===== src/shared/sfc_pkg.sv =====
package sfc_pkg;
    typedef enum logic [2:0] {
        SFC_OP_NULL   = 3'b000,
        SFC_OP_RESET  = 3'b001,
        SFC_OP_LOCK   = 3'b010,
        SFC_OP_UNLOCK = 3'b011,
        SFC_OP_WRITE  = 3'b100,
        SFC_OP_READ   = 3'b101
    } sfc_op_t;

    typedef enum logic [2:0] {
        SFC_ST_IDLE  = 3'b000,
        SFC_ST_LEAD  = 3'b001,
        SFC_ST_HIGH  = 3'b010,
        SFC_ST_LOW   = 3'b011,
        SFC_ST_TRAIL = 3'b100,
        SFC_ST_GAP   = 3'b101,
        SFC_ST_WAIT  = 3'b110
    } sfc_state_t;

    localparam logic [15:0] CMD_NULL   = 16'h0000;
    localparam logic [15:0] CMD_RESET  = 16'h0011;
    localparam logic [15:0] CMD_LOCK   = 16'h0555;
    localparam logic [15:0] CMD_UNLOCK = 16'h0655;
    localparam logic [2:0]  PFX_WRITE  = 3'h3;
    localparam logic [2:0]  PFX_READ   = 3'h5;
    localparam logic [1:0]  WRITE_GAP  = 2'h0;
    localparam logic [15:0] POLY_CCITT = 16'h1021;
    localparam logic [15:0] POLY_ANSI  = 16'h8005;
    localparam logic [15:0] CRC_SEED   = 16'hffff;
    localparam logic [15:0] PAD16      = 16'h0000;
    localparam logic [5:0]  WLEN_SHORT = 6'h18;
    localparam logic [5:0]  WLEN_LONG  = 6'h20;
    localparam logic [5:0]  MIN_WORDS  = 6'h04;
    localparam logic [5:0]  DATA_OFS   = 6'h02;
    localparam logic [5:0]  READ_EXTRA = 6'h02;
    localparam logic [5:0]  WRITE_EXTRA = 6'h04;
    localparam logic [5:0]  ONE6       = 6'h01;
    localparam logic [10:0] ONE11      = 11'h001;
    localparam int          SCLK_HALF_CYC = 4;
    localparam int          WR_WORDS   = 8;
    localparam int          RD_WORDS   = 32;
endpackage


===== src/rtl/sfc_word_ram.sv =====
module sfc_word_ram #(
    parameter int W  = 16,
    parameter int D  = 8,
    parameter int AW = 3
) (
    // Clock and reset
    input  wire logic          ref_clk,
    input  wire logic          rstn,
    // Write port
    input  wire logic          wr_en,
    input  wire logic [AW-1:0] wr_addr,
    input  wire logic [W-1:0]  wr_data,
    // Registered read port
    input  wire logic [AW-1:0] rd_addr,
    output logic      [W-1:0]  rd_data
);
    logic [W-1:0] mem [D];
    logic [W-1:0] rd_q;

    always_ff @(posedge ref_clk) begin
        if (wr_en) begin
            mem[wr_addr] <= wr_data;
        end
    end

    always_ff @(posedge ref_clk or negedge rstn) begin
        if (!rstn) begin
            rd_q <= '0;
        end else begin
            rd_q <= mem[rd_addr];
        end
    end

    assign rd_data = rd_q;
endmodule // sfc_word_ram


===== src/rtl/sfc_host.sv =====
module sfc_host #(
    parameter int HALF_DIV = sfc_pkg::SCLK_HALF_CYC,
    parameter int WR_DEPTH = sfc_pkg::WR_WORDS,
    parameter int RD_DEPTH = sfc_pkg::RD_WORDS
) (
    // Clock and reset
    input  wire logic             ref_clk,
    input  wire logic             rstn,
    // Orders
    input  wire logic             cmd_valid,
    output logic                  cmd_ready,
    input  wire sfc_pkg::sfc_op_t cmd_op,
    input  wire logic [7:0]       cmd_addr,
    input  wire logic [4:0]       cmd_count,
    input  wire logic             cfg_word32,
    input  wire logic             cfg_crc_ansi,
    // Write data staging
    input  wire logic             wr_en,
    input  wire logic [2:0]       wr_idx,
    input  wire logic [15:0]      wr_data,
    // Answers
    output logic                  rsp_valid,
    output logic [23:0]           rsp_status,
    output logic [23:0]           rsp_ch_a,
    output logic [23:0]           rsp_ch_b,
    output logic                  rsp_crc_bad,
    output logic                  rsp_read_frame,
    input  wire logic [4:0]       rd_idx,
    output logic [23:0]           rd_word,
    // Device pins and synchronised ready status
    output logic                  chip_select_n,
    output logic                  sclk,
    output logic                  mosi,
    input  wire logic             miso,
    input  wire logic             data_ready_n,
    output logic                  ready_fall,
    output logic                  dev_ready
);
    import sfc_pkg::*;

    localparam int DVW = $clog2(HALF_DIV) + 1;
    localparam logic [DVW-1:0] DIV_LAST = DVW'(HALF_DIV - 1);
    localparam int RSP_MAX = HALF_DIV + 1;

    sfc_state_t  state_q, state_d;
    logic [DVW-1:0] div_q, div_d;
    logic        cs_n_q, cs_n_d, sclk_q, sclk_d, mosi_q, mosi_d;
    logic [31:0] tx_sh_q, tx_sh_d, rx_sh_q, rx_sh_d;
    logic [15:0] crc_tx_q, crc_tx_d, crc_rx_q, crc_rx_d;
    logic [5:0]  bit_q, bit_d, word_q, word_d, nw_q, nw_d;
    logic [5:0]  outw_q, outw_d, rd_m_q, rd_m_d;
    sfc_op_t     op_q, op_d;
    logic [7:0]  addr_q, addr_d;
    logic [4:0]  cnt_q, cnt_d;
    logic        w32_q, w32_d, ansi_q, ansi_d;
    logic        rd_pend_q, rd_pend_d, rdfr_q, rdfr_d;
    logic [23:0] status_q, status_d, cha_q, cha_d, chb_q, chb_d;
    logic        crc_bad_q, crc_bad_d, rsp_valid_q, rsp_valid_d;
    logic        cmd_ready_q, cmd_ready_d;
    logic [10:0] pcnt_q, pcnt_d;
    logic        miso_m_q, miso_s_q, rdy_m_q, rdy_s_q, rdy_p_q, fall_q;
    logic        tick, tx_cnt_en, rx_we;
    logic [5:0]  wlen, nxt_idx, nwr, in_w, out_w;
    logic [31:0] rx_nx;
    logic [23:0] rx_val;
    logic [15:0] nxt_word, wr_word;
    sfc_op_t     op_eff;

    function automatic logic [15:0] crc_step(input logic [15:0] c,
                                             input logic b,
                                             input logic ansi);
        logic [15:0] poly;
        poly = ansi ? POLY_ANSI : POLY_CCITT;
        // MSB first, result used as is
        crc_step = {c[14:0], 1'b0} ^ ((c[15] ^ b) ? poly : PAD16);
    endfunction

    function automatic logic [15:0] cmd_word(input sfc_op_t op,
                                             input logic [7:0] a,
                                             input logic [4:0] n);
        unique case (op)
            SFC_OP_RESET:  cmd_word = CMD_RESET;
            SFC_OP_LOCK:   cmd_word = CMD_LOCK;
            SFC_OP_UNLOCK: cmd_word = CMD_UNLOCK;
            SFC_OP_WRITE:  cmd_word = {PFX_WRITE, a, WRITE_GAP, n[2:0]};
            SFC_OP_READ:   cmd_word = {PFX_READ, a, n};
            default:       cmd_word = CMD_NULL;
        endcase
    endfunction

    sfc_word_ram #(.W(16), .D(WR_DEPTH), .AW(3)) u_tx_ram (
        .ref_clk (ref_clk),
        .rstn    (rstn),
        .wr_en   (wr_en),
        .wr_addr (wr_idx),
        .wr_data (wr_data),
        .rd_addr (3'(word_q - ONE6)),
        .rd_data (wr_word)
    );

    sfc_word_ram #(.W(24), .D(RD_DEPTH), .AW(5)) u_rx_ram (
        .ref_clk (ref_clk),
        .rstn    (rstn),
        .wr_en   (rx_we),
        .wr_addr (5'(word_q - ONE6)),
        .wr_data (rx_val),
        .rd_addr (rd_idx),
        .rd_data (rd_word)
    );

    // Pin inputs cross in through two flops each
    always_ff @(posedge ref_clk or negedge rstn) begin
        if (!rstn) begin
            miso_m_q <= 1'b0;
            miso_s_q <= 1'b0;
            rdy_m_q  <= 1'b0;
            rdy_s_q  <= 1'b0;
            rdy_p_q  <= 1'b0;
            fall_q   <= 1'b0;
        end else begin
            miso_m_q <= miso;
            miso_s_q <= miso_m_q;
            rdy_m_q  <= data_ready_n;
            rdy_s_q  <= rdy_m_q;
            rdy_p_q  <= rdy_s_q;
            fall_q   <= rdy_p_q & ~rdy_s_q;
        end
    end

    always_comb begin
        state_d = state_q;   cs_n_d = cs_n_q;     sclk_d = sclk_q;
        mosi_d = mosi_q;     tx_sh_d = tx_sh_q;   rx_sh_d = rx_sh_q;
        crc_tx_d = crc_tx_q; crc_rx_d = crc_rx_q; bit_d = bit_q;
        word_d = word_q;     nw_d = nw_q;         outw_d = outw_q;
        rd_m_d = rd_m_q;     op_d = op_q;         addr_d = addr_q;
        cnt_d = cnt_q;       w32_d = w32_q;       ansi_d = ansi_q;
        rd_pend_d = rd_pend_q; rdfr_d = rdfr_q;   status_d = status_q;
        cha_d = cha_q;       chb_d = chb_q;       crc_bad_d = crc_bad_q;
        cmd_ready_d = cmd_ready_q; pcnt_d = pcnt_q;
        rsp_valid_d = 1'b0;
        rx_we = 1'b0;
        tick = (div_q == DIV_LAST);
        div_d = (state_q == SFC_ST_IDLE || tick) ? '0 : div_q + 1'b1;
        wlen = w32_q ? WLEN_LONG : WLEN_SHORT;
        rx_nx = {rx_sh_q[30:0], miso_s_q};
        rx_val = w32_q ? rx_nx[31:8] : rx_nx[23:0];
        nxt_idx = word_q + ONE6;
        nwr = 6'(cnt_q[2:0]) + ONE6;
        op_eff = rd_pend_q ? SFC_OP_NULL : cmd_op;
        in_w = (op_eff == SFC_OP_WRITE) ?
               6'(cmd_count[2:0]) + WRITE_EXTRA : MIN_WORDS;
        out_w = rd_pend_q ? rd_m_q + READ_EXTRA : MIN_WORDS;
        tx_cnt_en = (word_q == '0) || (op_q == SFC_OP_WRITE &&
                    word_q >= DATA_OFS && word_q < DATA_OFS + nwr);
        if (nxt_idx == ONE6) begin
            nxt_word = crc_tx_q;
        end else if (op_q == SFC_OP_WRITE && nxt_idx >= DATA_OFS &&
                     nxt_idx < DATA_OFS + nwr) begin
            nxt_word = wr_word;
        end else if (op_q == SFC_OP_WRITE && nxt_idx == DATA_OFS + nwr) begin
            nxt_word = crc_tx_q;
        end else begin
            nxt_word = PAD16;
        end
        unique case (state_q)
            SFC_ST_IDLE: begin
                if (cmd_valid && cmd_ready_q) begin
                    op_d = op_eff;
                    addr_d = cmd_addr;
                    cnt_d = cmd_count;
                    w32_d = cfg_word32;
                    ansi_d = cfg_crc_ansi;
                    rdfr_d = rd_pend_q;
                    rd_pend_d = (op_eff == SFC_OP_READ);
                    rd_m_d = 6'(cmd_count) + ONE6;
                    nw_d = (in_w > out_w) ? in_w : out_w;
                    outw_d = out_w;
                    tx_sh_d = {cmd_word(op_eff, cmd_addr, cmd_count),
                               PAD16};
                    crc_tx_d = CRC_SEED;
                    crc_rx_d = CRC_SEED;
                    word_d = '0;
                    bit_d = '0;
                    pcnt_d = '0;
                    crc_bad_d = 1'b0;
                    cs_n_d = 1'b0;
                    cmd_ready_d = 1'b0;
                    state_d = SFC_ST_LEAD;
                end
            end
            SFC_ST_LEAD, SFC_ST_LOW: begin
                if (tick) begin
                    // Launch on the rising edge
                    sclk_d = 1'b1;
                    mosi_d = tx_sh_q[31];
                    tx_sh_d = {tx_sh_q[30:0], 1'b0};
                    pcnt_d = pcnt_q + ONE11;
                    if (tx_cnt_en) begin
                        crc_tx_d = crc_step(crc_tx_q, tx_sh_q[31], ansi_q);
                    end
                    state_d = SFC_ST_HIGH;
                end
            end
            SFC_ST_HIGH: begin
                if (tick) begin
                    // Sampled late in the high phase; the two sync flops
                    // cost cycles, so HALF_DIV must stay at least three.
                    sclk_d = 1'b0;
                    rx_sh_d = rx_nx;
                    bit_d = bit_q + ONE6;
                    state_d = SFC_ST_LOW;
                    if (word_q < outw_q - ONE6) begin
                        crc_rx_d = crc_step(crc_rx_q, miso_s_q, ansi_q);
                    end
                    if (bit_q == wlen - ONE6) begin
                        bit_d = '0;
                        word_d = nxt_idx;
                        tx_sh_d = {nxt_word, PAD16};
                        if (word_q == '0) begin
                            status_d = rx_val;
                            crc_tx_d = CRC_SEED;
                        end else if (word_q == outw_q - ONE6) begin
                            crc_bad_d = (rx_val[23:8] != crc_rx_q);
                        end else if (rdfr_q) begin
                            rx_we = 1'b1;
                        end else if (word_q == ONE6) begin
                            cha_d = rx_val;
                        end else if (word_q == DATA_OFS) begin
                            chb_d = rx_val;
                        end
                        if (nxt_idx == nw_q) begin
                            state_d = SFC_ST_TRAIL;
                        end
                    end
                end
            end
            SFC_ST_TRAIL: begin
                if (tick) begin
                    cs_n_d = 1'b1;
                    mosi_d = 1'b0;
                    state_d = SFC_ST_GAP;
                end
            end
            SFC_ST_GAP: begin
                // Select stays high a half period so the device
                // sees its interface reset between frames.
                if (tick) begin
                    rsp_valid_d = 1'b1;
                    cmd_ready_d = (op_q != SFC_OP_RESET);
                    state_d = (op_q == SFC_OP_RESET) ? SFC_ST_WAIT
                                                     : SFC_ST_IDLE;
                end
            end
            SFC_ST_WAIT: begin
                if (rdy_s_q) begin
                    cmd_ready_d = 1'b1;
                    state_d = SFC_ST_IDLE;
                end
            end
            default: begin
                state_d = SFC_ST_IDLE;
            end
        endcase
    end

    always_ff @(posedge ref_clk or negedge rstn) begin
        if (!rstn) begin
            state_q <= SFC_ST_WAIT;
            div_q <= '0;        cs_n_q <= 1'b1;     sclk_q <= 1'b0;
            mosi_q <= 1'b0;     tx_sh_q <= '0;      rx_sh_q <= '0;
            crc_tx_q <= CRC_SEED; crc_rx_q <= CRC_SEED;
            bit_q <= '0;        word_q <= '0;       nw_q <= MIN_WORDS;
            outw_q <= MIN_WORDS; rd_m_q <= '0;      op_q <= SFC_OP_NULL;
            addr_q <= '0;       cnt_q <= '0;        w32_q <= 1'b0;
            ansi_q <= 1'b0;     rd_pend_q <= 1'b0;  rdfr_q <= 1'b0;
            status_q <= '0;     cha_q <= '0;        chb_q <= '0;
            crc_bad_q <= 1'b0;  rsp_valid_q <= 1'b0;
            cmd_ready_q <= 1'b0; pcnt_q <= '0;
        end else begin
            state_q <= state_d;
            div_q <= div_d;     cs_n_q <= cs_n_d;   sclk_q <= sclk_d;
            mosi_q <= mosi_d;   tx_sh_q <= tx_sh_d; rx_sh_q <= rx_sh_d;
            crc_tx_q <= crc_tx_d; crc_rx_q <= crc_rx_d;
            bit_q <= bit_d;     word_q <= word_d;   nw_q <= nw_d;
            outw_q <= outw_d;   rd_m_q <= rd_m_d;   op_q <= op_d;
            addr_q <= addr_d;   cnt_q <= cnt_d;     w32_q <= w32_d;
            ansi_q <= ansi_d;   rd_pend_q <= rd_pend_d; rdfr_q <= rdfr_d;
            // Flags pass through raw; each frame's status word replaces the last
            status_q <= status_d;
            cha_q <= cha_d;     chb_q <= chb_d;     crc_bad_q <= crc_bad_d;
            rsp_valid_q <= rsp_valid_d;
            cmd_ready_q <= cmd_ready_d; pcnt_q <= pcnt_d;
        end
    end

    assign cmd_ready      = cmd_ready_q;
    assign rsp_valid      = rsp_valid_q;
    assign rsp_status     = status_q;
    assign rsp_ch_a       = cha_q;
    assign rsp_ch_b       = chb_q;
    assign rsp_crc_bad    = crc_bad_q;
    assign rsp_read_frame = rdfr_q;
    assign chip_select_n  = cs_n_q;
    assign sclk           = sclk_q;
    assign mosi           = mosi_q;
    assign ready_fall     = fall_q;
    assign dev_ready      = rdy_p_q;

    chk_sclk_idle: assert property (@(posedge ref_clk) disable iff (!rstn)
        cs_n_q |-> !sclk_q) else $error("clock high outside frame");
    chk_frame_whole_words: assert property (@(posedge ref_clk)
        disable iff (!rstn) $rose(cs_n_q) |->
        pcnt_q == 11'(nw_q) * 11'(wlen))
        else $error("frame not whole words");
    chk_launch_rise: assert property (@(posedge ref_clk) disable iff (!rstn)
        ($changed(mosi_q) && !cs_n_q) |-> $rose(sclk_q))
        else $error("data changed off rising edge");
    chk_rsp_after_frame: assert property (@(posedge ref_clk)
        disable iff (!rstn) $rose(cs_n_q) |-> ##[1:RSP_MAX] rsp_valid_q)
        else $error("no answer after frame");
    chk_min_words: assert property (@(posedge ref_clk) disable iff (!rstn)
        $fell(cs_n_q) |-> nw_q >= MIN_WORDS)
        else $error("frame shorter than four words");
    chk_null_after_read: assert property (@(posedge ref_clk)
        disable iff (!rstn) (state_q == SFC_ST_LEAD && rdfr_q) |->
        tx_sh_q[31:16] == CMD_NULL)
        else $error("read fetch frame not null");
    chk_cs_gap: assert property (@(posedge ref_clk) disable iff (!rstn)
        $rose(cs_n_q) |=> cs_n_q [*2])
        else $error("select high too short");
    chk_crc_seed: assert property (@(posedge ref_clk) disable iff (!rstn)
        $fell(cs_n_q) |-> crc_tx_q == CRC_SEED && crc_rx_q == CRC_SEED)
        else $error("crc not seeded");
    chk_no_order_in_frame: assert property (@(posedge ref_clk)
        disable iff (!rstn) !cs_n_q |-> !cmd_ready_q)
        else $error("ready during frame");
    cov_read_frame: cover property (@(posedge ref_clk) disable iff (!rstn)
        rsp_valid_q && rdfr_q);
    cov_write_frame: cover property (@(posedge ref_clk) disable iff (!rstn)
        rsp_valid_q && op_q == SFC_OP_WRITE);
    cov_crc_bad: cover property (@(posedge ref_clk) disable iff (!rstn)
        rsp_valid_q && crc_bad_q);
    cov_reset_wait: cover property (@(posedge ref_clk) disable iff (!rstn)
        state_q == SFC_ST_WAIT ##1 state_q == SFC_ST_IDLE);
endmodule // sfc_host


===== config.mk =====
export PLATFORM = sky130hd
export DESIGN_NAME = sfc_host
export DESIGN_NICKNAME = d
export VERILOG_FILES = /design/src/shared/sfc_pkg.sv /design/src/rtl/sfc_word_ram.sv /design/src/rtl/sfc_host.sv
export SDC_FILE = /design/constraint.sdc
export NUM_CORES = 1
export LEC_CHECK = 0
export ABC_AREA = 1
export BUFFER_PORTS_ARGS = -buffer_cell sky130_fd_sc_hd__clkbuf_2
export CORE_MARGIN = 3
export CORE_UTILIZATION = 55
export CTS_CLUSTER_SIZE = 10
export DETAILED_ROUTE_END_ITERATION = 7
export GPL_ROUTABILITY_DRIVEN = 0
export PLACE_DENSITY = 0.75
export RECOVER_POWER = 25
export SETUP_SLACK_MARGIN = 0.02
export SYNTH_ARGS = -nofsm -noshare
export SYNTH_HDL_FRONTEND = slang
export SYNTH_HIERARCHICAL = 1
export SYNTH_SLANG_ARGS = --single-unit

===== constraint.sdc =====
create_clock -name ref_clk -period 3.3 [get_ports ref_clk]
set_clock_uncertainty 0.2 [all_clocks]
set_input_delay 0.66 -clock ref_clk [delete_from_list [all_inputs] [get_ports ref_clk]]
set_output_delay 0.66 -clock ref_clk [all_outputs]
set_load 0.01 [all_outputs]

==> results_dict.tcl <==
set metrics [dict create \
    status "finished with violations" \
    failing_checks "max-capacitance violations, max-slew violations" \
    crit_path_top_delay_cell "sky130_fd_sc_hd__dfstp_2" \
    final_period_demand_of_the_worst_path_ns 3.23 \
    worstHoldPathType "in2reg" \
    top_cell_types_by_occurrence_after_synthesis "1597 x sky130_fd_sc_hd__nand2_1, 896 x sky130_fd_sc_hd__edfxtp_1, 712 x sky130_fd_sc_hd__nand3_1" \
    critPathKind "reg2reg" \
    static-leakage-power_nw 23.3 \
    max_clock_buf_depth 3 \
    timing.critical_path.cells "nor2_1, nand2_1, nor3_2, xor2_1, ha_1, nand2_1, nor2_1, nand3_1, nand2_1, a21oi_2, and3_4, nand3_1, buf_8, nor2_4, clkbuf_16" \
    post_synth_num_cell_types 47 \
    synth_area_mm2 0.0485 \
    grt_antenna_before_repair 4 \
    cp.arrival_ns 3.47 \
    setup_viol 0 \
    layout-drive-gt1-share_pct 12.0 \
    rsz0062_at_grt "yes" \
    ys.warnings.count 6 \
    dp.final_hpwl_mm 76.0 \
    detail_route.vias_per_cell 5.78 \
    die-width_um 303 \
    clock.fmax_mhz 309 \
    max_stage_delay_ns 0.55 \
    count_of_placed_standard_cells_in_the_final_layout_fillers_left_out 6005 \
    hold_violations 0 \
    clkSlewWorstSetupHoldPaths_ns 0.06 \
    cts-buffers-inserted 134 \
    htreeDepth 4 \
    largest_net_degree_at_the_start_of_global_routing 170 \
    clock_latency_ns 0.75 \
    grt_pass1_vias 33100 \
    required_ns 3.54 \
    setup.worst_path.start_class "flip-flop" \
    ys_dominant_reg_cell "sky130_fd_sc_hd__edfxtp_1" \
    syn_nets 4613 \
    netlist_instances 4536 \
    fp.dieArea_mm2 0.0917 \
    most_common_cell_in_the_synthesized_netlist "sky130_fd_sc_hd__nand2_1" \
    syn2layout_area_growth_pct 14.7 \
    fin_total_pwr_mw 37.3 \
    synthesis.area_per_instance_um2 10.7 \
    setup_total_negative_slack_ns 0 \
    initial_core_util_pct 55.7 \
    synth_async_sr_flop_share_pct 21.7 \
    peakVddDrop_mv 0.584 \
    floorplan.die.height_um 303 \
    pin_count 153 \
    synth_enable_flop_cells 896 \
    cts_sinks 1145 \
    clock_tree_from_tritoncts "built" \
    power.density_mw_per_mm2 672 \
    drt.antenna.violating_nets 0 \
    worstPathMaxFanout 8 \
    drv.max_cap_violation_count 3 \
    nFillCells 6407 \
    initialDrtViolationCount 4531 \
    postSynthRegisterBits 1145 \
    globalRoute.totalOverflow 0 \
    detail_route.wirelength_mm 128 \
    clock_tree.root_cell "sky130_fd_sc_hd__clkbuf_16" \
    tightest_slew_ns 2.02 \
    core_area_mm2 0.0870 \
    worstSetupEndpointType "flip-flop" \
    synth.top_cell.area_share_pct 55.5 \
    wire_length_of_the_first_global_routing_pass_mm 192 \
    number_of_buffer_cells_added_on_primary_ports 152 \
    slew_violations 110 \
    drtPass1Iterations 6 \
    layout.nets 4849 \
    post_detailed_route_drc_marker_count 0 \
    synth.area.top_cells "sky130_fd_sc_hd__edfxtp_1 56%, sky130_fd_sc_hd__nand2_1 12%, sky130_fd_sc_hd__dfrtp_1 11%" \
    route.vias.total 34700 \
    post_layout_utilization_of_the_core_pct 63.9 \
    pre_cts_slack_ns 0.0765 \
    floorplan.rows 108 \
    cpMostUsedCell "sky130_fd_sc_hd__nand2_1" \
    netlist.top_cell.by_area "sky130_fd_sc_hd__edfxtp_1" \
    timing.final.ws_setup_ns 0.0684 \
    hold_ws_ns 0.0520 \
    grtUsageTotal_pct 27.6 \
    numPlacedInstances 5758 \
    drt-wirelength-per-cell_um 21.3 \
    slew_headroom_pct -34.7 \
    layout_worst_path_cycle_share_pct 97.9 \
    register_area_share_after_synthesis_pct 68.5 \
    finalInstanceArea_mm2 0.0556 \
    placed_cell_area_mm2 0.0512 \
]
layout make-up:
class / instances / area [um^2] / area share, %
Antenna cell: 4 / 10.0 / 0.0180
Clock buffer: 193 / 3650 / 6.56
Clock inverter: 17 / 329 / 0.592
Inverter: 324 / 1240 / 2.22
Sequential cell: 1145 / 33200 / 59.7
Tap cell: 1155 / 1450 / 2.60
Multi-Input combinational cell: 2831 / 12900 / 23.1
Timing Repair Buffer: 336 / 2900 / 5.21
path summary, 6_finish.rpt:
| path | cells after the start | from | to | slack (ns) |
|---|---|---|---|---|
| max | 15 | outw_q[2]$_DFFE_PN1P_ | u_rx_ram/mem[26][5]$_DFFE_PP_ | 0.07 |
| min | 5 | cmd_addr[2] | tx_sh_q[23]$_DFFE_PN0P_ | 0.05 |
| max reg2reg | 15 | outw_q[2]$_DFFE_PN1P_ | u_rx_ram/mem[26][5]$_DFFE_PP_ | 0.07 |
| min reg2reg | 0 | miso_m_q$_DFF_PN0_ | miso_s_q$_DFF_PN0_ | 0.15 |
| max in group asynchronous | 3 | rstn | rx_sh_q[2]$_DFFE_PN0P_ | 0.53 |
| min in group asynchronous | 2 | rstn | rsp_status[4]$_DFFE_PN0P_ | 0.77 |
per-layer routing:
| metal | track usage, % | vias up | part of all wire, % |
|---|---|---|---|
| met5 | 0 | - | 0 |
| met4 | 11.1 | 0 | 3.6 |
| met3 | 5.68 | 301 | 11 |
| met2 | 43.3 | 2023 | 47 |
| met1 | 38.1 | 16700 | 38 |
| li1 | - | 15700 | - |
placed cells by master (no fill, tap or decap), types with 10 or more instances in the layout:
cell type,netlist,layout
sky130_fd_sc_hd__nand4_1,25,25
sky130_fd_sc_hd__or2_2,14,14
sky130_fd_sc_hd__nor3_1,11,10
sky130_fd_sc_hd__nand2_1,1597,1597
sky130_fd_sc_hd__clkbuf_16,0,140
sky130_fd_sc_hd__clkbuf_2,1,136
sky130_fd_sc_hd__inv_1,314,311
sky130_fd_sc_hd__o21ai_0,194,176
sky130_fd_sc_hd__a21oi_1,40,40
sky130_fd_sc_hd__dfrtp_1,212,211
sky130_fd_sc_hd__edfxtp_1,896,896
sky130_fd_sc_hd__dfstp_2,37,37
sky130_fd_sc_hd__nand3_1,712,710
sky130_fd_sc_hd__buf_12,0,50
sky130_fd_sc_hd__clkbuf_1,35,82
sky130_fd_sc_hd__o21ai_1,25,25
sky130_fd_sc_hd__dlygate4sd3_1,0,23
sky130_fd_sc_hd__nor2_2,2,10
sky130_fd_sc_hd__nor2_4,4,28
sky130_fd_sc_hd__o21ai_2,1,19
sky130_fd_sc_hd__nor2_1,107,75
sky130_fd_sc_hd__buf_4,17,82
sky130_fd_sc_hd__ha_1,29,29
sky130_fd_sc_hd__xor2_1,21,20
sky130_fd_sc_hd__inv_2,9,10
critical path: cells and delay by family, from the launching register on:
kind | cells | cell delay (ns)
buffers and inverters | 2 | 0.40
DFF | 1 | 0.55
AOI/OAI and AO/OA | 1 | 0.20
xor gates and xnor gates | 1 | 0.18
and+or+nand+nor | 10 | 1.08
adders and majority gates | 1 | 0.31
cells by family after synthesis:
logic type                 Yosys count  synth area share (%)
AOI/OAI and AO/OA                  287                  3.10
xor gates and xnor gates            26                 0.470
adders and majority gates           29                 0.749
buffers and inverters              560                  5.59
DFF                               1145                  68.5
muxes                                7                 0.163
and+or+nand+nor                   2482                  21.5
report_power, final:
group	switching [mW]	leakage [nW]	internal (mW)
clock network	5.76	1.90	7.73
logic	4.77	8.75	2.12
registers	0.484	12.6	16.5
timing repair:
action	CTS	global route
hold buffers	23	0
gates resized for setup	0	26
setup buffers	0	2
endpoints found under the setup margin	0	768
endpoints found under the hold margin	197	0
flip-flops by register name, summed over array words and instances, names as in the netlist, 16 cells and up:
register          flops
tx_sh_q              16
crc_rx_q             16
rsp_status           24
u_rx_ram/rd_data     24
u_tx_ram/mem        128
rx_sh_q              31
u_tx_ram/rd_data     16
crc_tx_q             16
u_rx_ram/mem        768
rsp_ch_b             24
rsp_ch_a             24
Note: power is estimated with default switching activity, not from simulation.
